$ cat config.mk
export PLATFORM = sky130hd
export DESIGN_NAME = ext_cap_regs
export DESIGN_NICKNAME = d
export VERILOG_FILES = /design/src/rtl/ext_cap_pkg.sv /design/src/rtl/ext_cap_regs.sv
export SDC_FILE = /design/constraint.sdc
export NUM_CORES = 1
export LEC_CHECK = 0
export BUFFER_PORTS_ARGS = -buffer_cell sky130_fd_sc_hd__buf_4
export CAP_MARGIN = 10
export CORE_UTILIZATION = 25
export DETAILED_ROUTE_END_ITERATION = 8
export SLEW_MARGIN = 20
export SYNTH_ARGS = -nofsm -noshare
export SYNTH_HDL_FRONTEND = slang
export SYNTH_SLANG_ARGS = --single-unit
$ cat constraint.sdc
create_clock -name aclk -period 9.5 [get_ports aclk]
set_input_delay 0.95 -clock aclk [delete_from_list [all_inputs] [get_ports aclk]]
set_output_delay 0.95 -clock aclk [all_outputs]
set_load 0.02 [all_outputs]
$ cat src/rtl/ext_cap_pkg.sv
/*
  constants for the extended capability register bank: byte offsets, field values
  and reset values.
  assumes a 32-bit axi4-lite register bus, one aligned word per register.
*/
package ext_cap_pkg;

  // ************************************************************
  // register offsets
  // ************************************************************
  localparam logic [11:0] OFS_HDR_WORD0 = 12'h11c;
  localparam logic [11:0] OFS_HDR_WORD1 = 12'h120;
  localparam logic [11:0] OFS_HDR_WORD2 = 12'h124;
  localparam logic [11:0] OFS_HDR_WORD3 = 12'h128;
  localparam logic [11:0] OFS_ERR_CTRL = 12'h118;
  localparam logic [11:0] OFS_ERR_STATUS = 12'h104;
  localparam logic [11:0] OFS_SERIAL_CAP = 12'h180;
  localparam logic [11:0] OFS_SERIAL_LOW = 12'h184;
  localparam logic [11:0] OFS_SERIAL_HIGH = 12'h188;
  localparam logic [11:0] OFS_CHAN_CAP = 12'h200;
  localparam logic [11:0] OFS_CHAN_CAP_ONE = 12'h204;
  localparam logic [11:0] OFS_CHAN_CAP_TWO = 12'h208;
  localparam logic [11:0] OFS_CHAN_CTRL = 12'h20c;

  // ************************************************************
  // field values and reset values
  // ************************************************************
  localparam logic [15:0] SERIAL_CAP_ID = 16'h0003;
  localparam logic [15:0] CHAN_CAP_ID = 16'h0002;
  localparam logic [3:0] CAP_VERSION = 4'h1;
  localparam logic [11:0] SERIAL_NEXT_RST = 12'h200;
  localparam logic [11:0] CHAN_NEXT_RST = 12'h000;
  localparam logic [2:0] EXT_CHAN_COUNT_RST = 3'h0;
  localparam logic [2:0] LOW_PRIO_COUNT_RST = 3'h0;
  localparam logic [1:0] ENTRY_SIZE_RST = 2'h2;
  localparam logic [31:0] WORD_ZERO = 32'h0000_0000;
  localparam logic [3:0] CHAN_CTRL_MASK = 4'hf;
  localparam int HDR_WORDS = 4;
  localparam int ERR_BITS = 32;

  localparam logic [1:0] RESP_OKAY = 2'b00;
  localparam logic [1:0] RESP_SLVERR = 2'b10;

endpackage : ext_cap_pkg

$ cat src/rtl/ext_cap_regs.sv
/*
  extended capability register bank for one switch port: error header
  log, serial number capability and port channel capability / control.
  assumes an axi4-lite master with at most one write and one read in
  flight, and error-source logic that pulses err_report with the header.
*/
// Our own choice: the AXI4-Lite register port.
`timescale 1ns/100ps
// Summary of operation
// - on the first reported uncorrectable error the four header words are captured.
// - header word one sits at 0x11c and words two to four follow up to 0x128.
// - the serial capability header returns identifier 0x3 in bits 15:0.
// - both capability headers return version 0x1 in bits 19:16.
// - each header carries a next link in bits 31:20, zero ending the list.
// - the 64-bit unique identifier is split low word at 0x184, high at 0x188.
// - the channel capability header returns identifier 0x2 in bits 15:0.
// - the extended channel count in bits 2:0 resets to zero.
// - the low-priority channel count in bits 6:4 resets to zero and does nothing.
// - the arbitration time base in bits 9:8 is read-only zero.
// - the arbitration entry size in bits 11:10 resets to 0x2, four-bit entries.
// - the channel arbitration ability in bits 7:0 of capability two reads zero.
// - the channel table offset in bits 31:24 reads zero.
// - load bit 0 and select bits 3:1 are writable but change no behaviour.
// - a 5-bit first error index names the status bit, valid while it stays set.
module ext_cap_regs
  import ext_cap_pkg::*;
#(
  parameter int ADDR_WIDTH = 12
) (
  // clock and resets
  input wire logic aclk,
  input wire logic aresetn,
  input wire logic hot_resetn,
  // error source
  input wire logic err_report,
  input wire logic [4:0] err_index,
  input wire logic [127:0] err_header,
  // axi4-lite write address
  input wire logic [ADDR_WIDTH-1:0] s_axi_awaddr,
  input wire logic s_axi_awvalid,
  output logic s_axi_awready,
  // axi4-lite write data
  input wire logic [31:0] s_axi_wdata,
  input wire logic [3:0] s_axi_wstrb,
  input wire logic s_axi_wvalid,
  output logic s_axi_wready,
  // axi4-lite write response
  output logic [1:0] s_axi_bresp,
  output logic s_axi_bvalid,
  input wire logic s_axi_bready,
  // axi4-lite read address
  input wire logic [ADDR_WIDTH-1:0] s_axi_araddr,
  input wire logic s_axi_arvalid,
  output logic s_axi_arready,
  // axi4-lite read data
  output logic [31:0] s_axi_rdata,
  output logic [1:0] s_axi_rresp,
  output logic s_axi_rvalid,
  input wire logic s_axi_rready,
  // error status summary
  output logic log_valid
);

  if (ADDR_WIDTH < 12) begin : g_bad_width
    $error("ADDR_WIDTH must be at least 12");
  end

  // ************************************************************
  // elaboration checks
  // ************************************************************
  // the decode below relies on this layout; a constant edited into a
  // different shape must stop the build rather than alias two registers
  if (ADDR_WIDTH > 32) begin : g_wide_addr
    $error("ADDR_WIDTH must not exceed 32");
  end

  if (ERR_BITS != 32) begin : g_bad_err_bits
    $error("error status must be one 32-bit word");
  end

  if (HDR_WORDS != 4) begin : g_bad_hdr_words
    $error("header log must hold four words");
  end

  if (OFS_HDR_WORD1 != OFS_HDR_WORD0 + 12'h004) begin : g_bad_hdr_one
    $error("header word one must follow word zero");
  end

  if (OFS_HDR_WORD2 != OFS_HDR_WORD0 + 12'h008) begin : g_bad_hdr_two
    $error("header word two must follow word one");
  end

  if (OFS_HDR_WORD3 != OFS_HDR_WORD0 + 12'h00c) begin : g_bad_hdr_three
    $error("header word three must follow word two");
  end

  if (OFS_SERIAL_LOW != OFS_SERIAL_CAP + 12'h004) begin : g_bad_serial_low
    $error("serial low word must follow its header");
  end

  if (OFS_SERIAL_HIGH != OFS_SERIAL_LOW + 12'h004) begin : g_bad_serial_high
    $error("serial high word must follow the low word");
  end

  if (OFS_CHAN_CAP_ONE != OFS_CHAN_CAP + 12'h004) begin : g_bad_cap_one
    $error("channel capability one must follow its header");
  end

  if (OFS_CHAN_CAP_TWO != OFS_CHAN_CAP + 12'h008) begin : g_bad_cap_two
    $error("channel capability two must follow capability one");
  end

  if (OFS_CHAN_CTRL != OFS_CHAN_CAP + 12'h00c) begin : g_bad_chan_ctrl
    $error("channel control must follow capability two");
  end

  // the bus carries whole words only, so every base offset is word aligned
  if ((OFS_HDR_WORD0[1:0] | OFS_ERR_CTRL[1:0] | OFS_ERR_STATUS[1:0]
      | OFS_SERIAL_CAP[1:0] | OFS_CHAN_CAP[1:0]) != 2'b00) begin : g_bad_align
    $error("register offsets must be word aligned");
  end

  // the error registers must not land inside the header log
  if ((OFS_ERR_CTRL >= OFS_HDR_WORD0 && OFS_ERR_CTRL <= OFS_HDR_WORD3)
      || (OFS_ERR_STATUS >= OFS_HDR_WORD0
      && OFS_ERR_STATUS <= OFS_HDR_WORD3)) begin : g_bad_err_ofs
    $error("error registers overlap the header log");
  end

  // ************************************************************
  // state
  // ************************************************************
  logic [31:0] header_log_word [HDR_WORDS];
  logic [ERR_BITS-1:0] uncorrectable_error_status;
  logic [4:0] first_error_index;
  logic [31:0] unique_identifier_half [2];
  logic [11:0] serial_next_link;
  logic [11:0] chan_next_link;
  logic [2:0] extended_channel_count;
  logic [2:0] low_priority_channel_count;
  logic [1:0] arbitration_entry_size;
  logic load_channel_table;
  logic [2:0] channel_arbitration_select;

  logic aw_held;
  logic [ADDR_WIDTH-1:0] aw_addr;
  logic w_held;
  logic [31:0] w_data;
  logic [3:0] w_strb;

  // ************************************************************
  // write channel
  // ************************************************************
  // address and data are latched independently, so either may come first
  wire aw_take = s_axi_awvalid && s_axi_awready;
  wire w_take = s_axi_wvalid && s_axi_wready;
  wire do_write = aw_held && w_held && !s_axi_bvalid;
  wire [11:0] wr_ofs = aw_addr[11:0];
  wire [31:0] wmask = {{8{w_strb[3]}}, {8{w_strb[2]}}, {8{w_strb[1]}}, {8{w_strb[0]}}};
  wire wr_known = (wr_ofs == OFS_HDR_WORD0) || (wr_ofs == OFS_HDR_WORD1)
    || (wr_ofs == OFS_HDR_WORD2) || (wr_ofs == OFS_HDR_WORD3)
    || (wr_ofs == OFS_ERR_CTRL) || (wr_ofs == OFS_ERR_STATUS)
    || (wr_ofs == OFS_SERIAL_CAP) || (wr_ofs == OFS_SERIAL_LOW)
    || (wr_ofs == OFS_SERIAL_HIGH) || (wr_ofs == OFS_CHAN_CAP)
    || (wr_ofs == OFS_CHAN_CAP_ONE) || (wr_ofs == OFS_CHAN_CAP_TWO)
    || (wr_ofs == OFS_CHAN_CTRL);
  wire wr_hi_zero = (aw_addr >> 12) == '0;
  wire wr_ok = wr_known && wr_hi_zero;
  // each ready is high for one cycle at a time: this halves the peak rate
  // but keeps every ready a plain flop output

  always_ff @(posedge aclk) begin
    if (!aresetn) begin
      aw_held <= 1'b0;
      aw_addr <= '0;
      s_axi_awready <= 1'b0;
    end else begin
      s_axi_awready <= !aw_held && !aw_take && !s_axi_awready;
      if (aw_take) begin
        aw_held <= 1'b1;
        aw_addr <= s_axi_awaddr;
      end else if (do_write) begin
        aw_held <= 1'b0;
      end
    end
  end

  always_ff @(posedge aclk) begin
    if (!aresetn) begin
      w_held <= 1'b0;
      w_data <= WORD_ZERO;
      w_strb <= 4'h0;
      s_axi_wready <= 1'b0;
    end else begin
      s_axi_wready <= !w_held && !w_take && !s_axi_wready;
      if (w_take) begin
        w_held <= 1'b1;
        w_data <= s_axi_wdata;
        w_strb <= s_axi_wstrb;
      end else if (do_write) begin
        w_held <= 1'b0;
      end
    end
  end

  always_ff @(posedge aclk) begin
    if (!aresetn) begin
      s_axi_bvalid <= 1'b0;
      s_axi_bresp <= RESP_OKAY;
    end else if (do_write) begin
      s_axi_bvalid <= 1'b1;
      s_axi_bresp <= wr_ok ? RESP_OKAY : RESP_SLVERR;
    end else if (s_axi_bready) begin
      s_axi_bvalid <= 1'b0;
    end
  end

  // ************************************************************
  // header log and first error tracking
  // ************************************************************
  // a new error is logged only while no logged status bit is still set
  wire log_held = uncorrectable_error_status[first_error_index];
  wire capture = err_report && !log_held;
  wire wr_status = do_write && wr_ok && (wr_ofs == OFS_ERR_STATUS);
  // status is write-one-to-clear; a new report in the same cycle wins
  wire [ERR_BITS-1:0] err_set = capture ? (32'h0000_0001 << err_index) : '0;
  wire [ERR_BITS-1:0] err_clr = wr_status ? (w_data & wmask) : '0;

  // sticky: only the fundamental reset clears these, hot reset leaves them
  genvar gi;
  for (gi = 0; gi < HDR_WORDS; gi++) begin : g_hdr
    wire [11:0] word_ofs = OFS_HDR_WORD0 + 12'(4 * gi);
    wire hit = do_write && wr_ok && (wr_ofs == word_ofs);
    always_ff @(posedge aclk) begin
      if (!aresetn) begin
        header_log_word[gi] <= WORD_ZERO;
      end else if (capture) begin
        header_log_word[gi] <= err_header[32*gi +: 32];
      end else if (hit) begin
        header_log_word[gi] <= (header_log_word[gi] & ~wmask) | (w_data & wmask);
      end
    end
  end

  always_ff @(posedge aclk) begin
    if (!aresetn) begin
      uncorrectable_error_status <= '0;
      first_error_index <= 5'h00;
      log_valid <= 1'b0;
    end else begin
      uncorrectable_error_status <= (uncorrectable_error_status & ~err_clr) | err_set;
      if (capture) begin
        first_error_index <= err_index;
      end
      log_valid <= capture || (log_held && !err_clr[first_error_index]);
    end
  end

  // ************************************************************
  // serial number and channel capability fields
  // ************************************************************
  for (gi = 0; gi < 2; gi++) begin : g_serial
    wire hit = do_write && wr_ok && (wr_ofs == (OFS_SERIAL_LOW + 12'(4 * gi)));
    always_ff @(posedge aclk) begin
      if (!aresetn) begin
        unique_identifier_half[gi] <= WORD_ZERO;
      end else if (hit) begin
        unique_identifier_half[gi] <= (unique_identifier_half[gi] & ~wmask) | (w_data & wmask);
      end
    end
  end

  wire wr_ser_cap = do_write && wr_ok && (wr_ofs == OFS_SERIAL_CAP) && w_strb[3] && w_strb[2];
  wire wr_chn_cap = do_write && wr_ok && (wr_ofs == OFS_CHAN_CAP) && w_strb[3] && w_strb[2];
  wire wr_cap_one = do_write && wr_ok && (wr_ofs == OFS_CHAN_CAP_ONE);
  wire wr_ctrl = do_write && wr_ok && (wr_ofs == OFS_CHAN_CTRL) && w_strb[0];

  always_ff @(posedge aclk) begin
    if (!aresetn || !hot_resetn) begin
      serial_next_link <= SERIAL_NEXT_RST;
      chan_next_link <= CHAN_NEXT_RST;
      extended_channel_count <= EXT_CHAN_COUNT_RST;
      low_priority_channel_count <= LOW_PRIO_COUNT_RST;
      arbitration_entry_size <= ENTRY_SIZE_RST;
      load_channel_table <= 1'b0;
      channel_arbitration_select <= 3'h0;
    end else begin
      if (wr_ser_cap) begin
        serial_next_link <= w_data[31:20];
      end
      if (wr_chn_cap) begin
        chan_next_link <= w_data[31:20];
      end
      if (wr_cap_one && w_strb[0]) begin
        extended_channel_count <= w_data[2:0];
        low_priority_channel_count <= w_data[6:4];
      end
      if (wr_cap_one && w_strb[1]) begin
        arbitration_entry_size <= w_data[11:10];
      end
      // stored and read back at OFS_CHAN_CTRL only; no other logic uses them
      if (wr_ctrl) begin
        load_channel_table <= w_data[0];
        channel_arbitration_select <= w_data[3:1];
      end
    end
  end

  // ************************************************************
  // read channel
  // ************************************************************
  logic [ADDR_WIDTH-1:0] ar_addr;
  logic ar_held;
  wire ar_take = s_axi_arvalid && s_axi_arready;
  wire [11:0] rd_ofs = ar_addr[11:0];
  wire rd_hi_zero = (ar_addr >> 12) == '0;
  // read data are registered one cycle after the address is taken,
  // so the decode below only has to settle within one clock

  wire [31:0] serial_cap_word = {serial_next_link, CAP_VERSION, SERIAL_CAP_ID};
  wire [31:0] chan_cap_word = {chan_next_link, CAP_VERSION, CHAN_CAP_ID};
  // time base bits 9:8 and reserved bits are tied to zero
  wire [31:0] cap_one_word = {20'h0_0000, arbitration_entry_size, 2'b00,
    1'b0, low_priority_channel_count, 1'b0, extended_channel_count};
  wire [31:0] cap_two_word = WORD_ZERO;
  wire [31:0] ctrl_word = {28'h000_0000, channel_arbitration_select, load_channel_table};
  wire [31:0] err_ctrl_word = {27'h000_0000, first_error_index};

  logic [31:0] rd_word;
  logic rd_known;
  always_comb begin
    rd_word = WORD_ZERO;
    rd_known = 1'b1;
    case (rd_ofs)
      OFS_HDR_WORD0: rd_word = header_log_word[0];
      OFS_HDR_WORD1: rd_word = header_log_word[1];
      OFS_HDR_WORD2: rd_word = header_log_word[2];
      OFS_HDR_WORD3: rd_word = header_log_word[3];
      OFS_ERR_STATUS: rd_word = uncorrectable_error_status;
      OFS_ERR_CTRL: rd_word = err_ctrl_word;
      OFS_SERIAL_CAP: rd_word = serial_cap_word;
      OFS_SERIAL_LOW: rd_word = unique_identifier_half[0];
      OFS_SERIAL_HIGH: rd_word = unique_identifier_half[1];
      OFS_CHAN_CAP: rd_word = chan_cap_word;
      OFS_CHAN_CAP_ONE: rd_word = cap_one_word;
      OFS_CHAN_CAP_TWO: rd_word = cap_two_word;
      OFS_CHAN_CTRL: rd_word = ctrl_word & {28'h000_0000, CHAN_CTRL_MASK};
      default: rd_known = 1'b0;
    endcase
  end

  always_ff @(posedge aclk) begin
    if (!aresetn) begin
      ar_held <= 1'b0;
      ar_addr <= '0;
      s_axi_arready <= 1'b0;
      s_axi_rvalid <= 1'b0;
      s_axi_rdata <= WORD_ZERO;
      s_axi_rresp <= RESP_OKAY;
    end else begin
      s_axi_arready <= !ar_held && !ar_take && !s_axi_arready && !s_axi_rvalid;
      if (ar_take) begin
        ar_held <= 1'b1;
        ar_addr <= s_axi_araddr;
      end else if (ar_held) begin
        ar_held <= 1'b0;
        s_axi_rvalid <= 1'b1;
        s_axi_rdata <= (rd_known && rd_hi_zero) ? rd_word : WORD_ZERO;
        s_axi_rresp <= (rd_known && rd_hi_zero) ? RESP_OKAY : RESP_SLVERR;
      end else if (s_axi_rready) begin
        s_axi_rvalid <= 1'b0;
      end
    end
  end

endmodule // ext_cap_regs

== Word level (Yosys, flattened, before mapping) ==
Memories as Yosys holds them, arrays and structs flattened.
Index checks and enable logic that the tools add are counted.
Word-level totals
  bits in writable memories: 192
  output and inout bits: 42
  input port bits: 202
  register bits after elaboration: 178
  logic and storage cells: 207
  memories kept: 2
Memories
  header_log_word: depth 4, bits a word 32, read ports 4, clocked after memory_dff 0, wr ports 4, line ext_cap_regs.sv:133  | logic [31:0] header_log_word [HDR_WORDS];
  unique_identifier_half: depth 2, bits a word 32, read ports 2, clocked after memory_dff 0, wr ports 2, line ext_cap_regs.sv:136  | logic [31:0] unique_identifier_half [2];
Cells by class
  bitwise operators: 28
  multiplexer cells: 55
  reduce and logical (&&, ||, !) cells: 69
  equality and inequality tests: 26
  $lt $le $gt $ge: 1
  shift operators: 1
Operators with widths (count)
  $mux W32: 13
  $pmux W32 S12: 1
  $and A32 B32 Y32: 8
  $or A32 B32 Y32: 7
  $eq A12 B9 Y1 const B: 18
  $eq A12 B10 Y1 const B: 8
  $not A32 Y32: 2
  $mux W1: 37
  $logic_and A1 B1 Y1: 33
  $shl A1 B5 Y32 const A: 1
  $logic_not A1 Y1: 15
  $logic_or A1 B1 Y1: 14
  $reduce_or A13 Y1: 1
  $bmux W1 S5: 2
  $or A1 B1 Y1: 10
  $reduce_bool A2 Y1: 4
  $lt A5 B6 Y1 const B: 1
  $mux W2: 2
  $reduce_and A2 Y1: 2
  $not A1 Y1: 1

== Longest topological paths before layout ==
  depth in word-level cells: 21
  mapped depth: 12
  mapped depth without buffers: 6

== Least setup slack after synthesis ==
Ideal clock, no wire load.
  path kind: register to register
  start point: register aw_addr[2]
  end point: memory unique_identifier_half[1][0] (enable)
  setup time: 466 ps
  arrival: 3489 ps
  stages on the path, launching flop included: 7
  path slack: 5546 ps
  clock period less this slack: 3954 ps
  data required time: 9034 ps
  buffers on the path: 1
  path through: dfxtp_1 buf_2 a221o_1 o32a_1 o21ai_1 nand4_1 o21ai_0
RTL lines
  start: declaration: line ext_cap_regs.sv:146  | logic [ADDR_WIDTH-1:0] aw_addr;
  start signal: assignment: line ext_cap_regs.sv:181  | aw_addr <= s_axi_awaddr;
  end: declaration: line ext_cap_regs.sv:136

==> impl_metrics.toml <==
[timing]
tightest_slew_ns = 1.13
setup_viol = 0
holdWs_ns = 0.448
setup_ws_ns = 4.98
period_minus_slack_ns = 4.52
hold_viol = 0
rsz0062_at_grt = "no"
maxSlewHeadroom = 0.242
max_freq_mhz = 221
drv_slew = 0
clock_skew_ns = 0.0182
period_share = 0.475
fin_setup_tns_ns = 0

[layout]
multi_input_area_um2 = 8650
ff_latch_area_um2 = 9290
nNetsFinal = 2305
final_cells = 3103
drive_gt1_frac = 0.178
nFillCells = 7839
syn2layout_area_growth_pct = 20.2

[logic_synthesis]
seq_area_frac_synth = 0.495
synthFlopType = "edfxtp_1"
synth_edf_count = 192
synthArstFlopShare = 0
synth_cells = 1967
ys_types = 69
syn-cell-area_um2 = 18800
synth_area_per_cell_um2 = 9.54
ys_ff_latch = 368
synth_warnings = 0

[route]
routed_wirelength_um = 77800
drt_iter0_markers = 1808
vias = 16863
ant_nets = 0
via_per_inst = 5.43
first_pass_iters = 6
routedWlPerCell_um = 25.1
drc_errors = 0

[grt]
grtUsageTotal = 0.198
grt_pass1_wl_um = 111000
grt_overflow = 0
grt_max_degree = 200
antenna_found_initial = 3
first_global_vias = 16196

[die]
initial_core_util = 0.252
core_area_um2 = 74300
fp.dieArea_um2 = 76100
dieWidth_um = 276
ioPinCount = 244
fp.dieH_um = 276
row_count = 100

[pwr]
peakVddDrop_uv = 130
powerDensity_nw_per_um2 = 172
leakage_nw = 7.69

[place]
gp_congestion = 0.930
place_ws_ns = 4.69
dp_cells = 3031
port_buffers = 241
hpwl_um = 54100

[cts]
numClockSinks = 368
htreeDepth = 2
cts_root_buf = "clkbuf_16"
clockBufferDepth = 3
numCtsBuffers = 39
cts_tree = "built"
path_clk_slew_ns = 0.06
cts_resized = 0
post-cts-setup-buffer-count = 0
cts_hold_buf = 0
clock_latency_ns = 0.55

[critical_path]
worst_ep_required_time_ns = 9.68
crit_path_start_kind = "register"
reg2reg_depth = 8
r2r_end = "header_log_word[2][22]$_SDFFCE_PN0P_"
crit_arrival_ns = 4.70
slowest_delay_ns = 0.76
crit_path_max_fanout = 38
critPathCaptureType = "register"
r2r_slack_ns = 4.98
crit_slowest_cell = "dfxtp_4"
regToRegStartpoint = "first_error_index[1]$_SDFFE_PN0P_"
crit_chain = "mux2i_1 -> a22oi_1 -> nand3_1 -> and4_2 -> buf_4 -> nand2_1 -> nand3_1 -> buf_4"
critPathKind = "reg2reg"

[min_path]
hold_depth = 2
min_to = "s_axi_rdata[19]$_SDFFE_PN0P_"
hold_path_class = "reg2reg"
min_from = "s_axi_rdata[19]$_SDFFE_PN0P_"

[status]
status = "finished, final reports clean"

[run]
drv_cap = 0
-- how the worst max path moves through the flow --
stage | start | to | depth (start not counted)
2_1_floorplan | aw_addr[2]$_SDFFE_PN0P_ | unique_identifier_half[1][0]$_SDFFCE_PN0P_ | 6
3_3_place_gp | first_error_index[1]$_SDFFE_PN0P_ | register | 7
3_5_place_dp | first_error_index[1]$_SDFFE_PN0P_ | header_log_word[2][10]$_SDFFCE_PN0P_ | 7
4_1_cts | first_error_index[1]$_SDFFE_PN0P_ | header_log_word[2][10]$_SDFFCE_PN0P_ | 7
5_1_grt | first_error_index[1]$_SDFFE_PN0P_ | header_log_word[2][25]$_SDFFCE_PN0P_ | 8
6_report | first_error_index[1]$_SDFFE_PN0P_ | header_log_word[2][22]$_SDFFCE_PN0P_ | 8
-- cells by family (layout without fill, tap and decap cells) --
| group | Yosys count | in the layout | synth area share |
|---|---|---|---|
| simple gates | 728 | 728 | 0.185 |
| compound gates | 519 | 519 | 0.187 |
| flops | 368 | 368 | 0.495 |
| buf+inv | 189 | 353 | 0.0465 |
| mux | 162 | 162 | 0.0865 |
| other cells | 1 | 4 | 0.000200 |
-- cell usage after synthesis, types with 38 or more instances --
library cell / n / area, µm²
or3_1: 66 / 413
nor2_1: 87 / 327
o31ai_1: 52 / 390
a22oi_1: 62 / 465
o211ai_1: 38 / 285
nand2_1: 360 / 1350
nand4_1: 71 / 444
dfxtp_1: 176 / 3520
clkbuf_1: 125 / 469
mux2i_1: 162 / 1620
o21ai_0: 52 / 260
nand3_1: 62 / 310
a21oi_1: 146 / 731
edfxtp_1: 192 / 5770
-- placed cells by master, fill, tap and decap left out, drive strengths merged, types with 3 or more instances in the layout --
cell,netlist,final
inv,7,7
o22ai,20,20
or2,3,3
clkbuf,125,52
nand3b,7,7
clkinv,2,16
and3,6,6
o21ai,67,67
nor3,15,15
nor2,87,87
nor4,7,7
or3b,3,3
buf,55,274
mux2i,162,162
nor2b,7,7
a21oi,146,146
a22o,19,19
a221oi,7,7
a32oi,5,5
nand2b,8,8
nand2,360,360
a221o,6,6
or4,3,3
a222oi,7,7
o2bb2ai,4,4
a211oi,24,24
edfxtp,192,192
nor4b,8,8
dfxtp,176,176
o211ai,38,38
o31ai,64,64
o221ai,3,3
nand3,62,62
a21boi,32,32
nand4,71,71
and2,9,9
a22oi,64,64
or3,66,66
-- metal layers --
| layer | global-route usage | vias to the layer above | share of wire |
|---|---|---|---|
| li1 | - | 7620 | - |
| met1 | 0.255 | 8210 | 0.40 |
| met2 | 0.331 | 874 | 0.48 |
| met3 | 0.0319 | 155 | 0.077 |
| met4 | 0.0766 | 4 | 0.039 |
| met5 | 0 | - | 0.00042 |
-- layout make-up --
class                           count  area share
Clock inverter                     18     0.00638
Clock buffer                       52      0.0497
Inverter                            9     0.00150
Sequential cell                   368       0.412
Timing Repair Buffer              274      0.0921
Tap cell                          969      0.0538
Antenna cell                        2    0.000222
Multi-Input combinational cell   1411       0.384
-- report_power, final --
| group | internal (W) | switching (W) | leakage, nW | total (W) |
|---|---|---|---|---|
| Clock | 0.000885 | 0.000673 | 0.629 | 0.00156 |
| Sequential | 0.00179 | 0.0000802 | 3.48 | 0.00187 |
| Combinational | 0.000159 | 0.000302 | 3.58 | 0.000460 |
| Total | 0.00283 | 0.00106 | 7.69 | 0.00389 |
-- critical path, delay by kind of cell (launching register included) --
family          cells  cell delay [ns]
simple gates        4             1.87
buf+inv             2             1.04
flops               1             0.76
mux                 1             0.29
compound gates      1             0.09
-- per-stage QoR --
step                power [W]  utilization  instance area (µm²)
floorplan             0.00215            -                18800
global placement      0.00235        0.286                21300
detailed placement    0.00236        0.286                21300
CTS                   0.00389        0.303                22500
global route          0.00399        0.303                22500
finish                0.00389        0.303                22500
No activity file was read; power rests on OpenSTA's default activity.
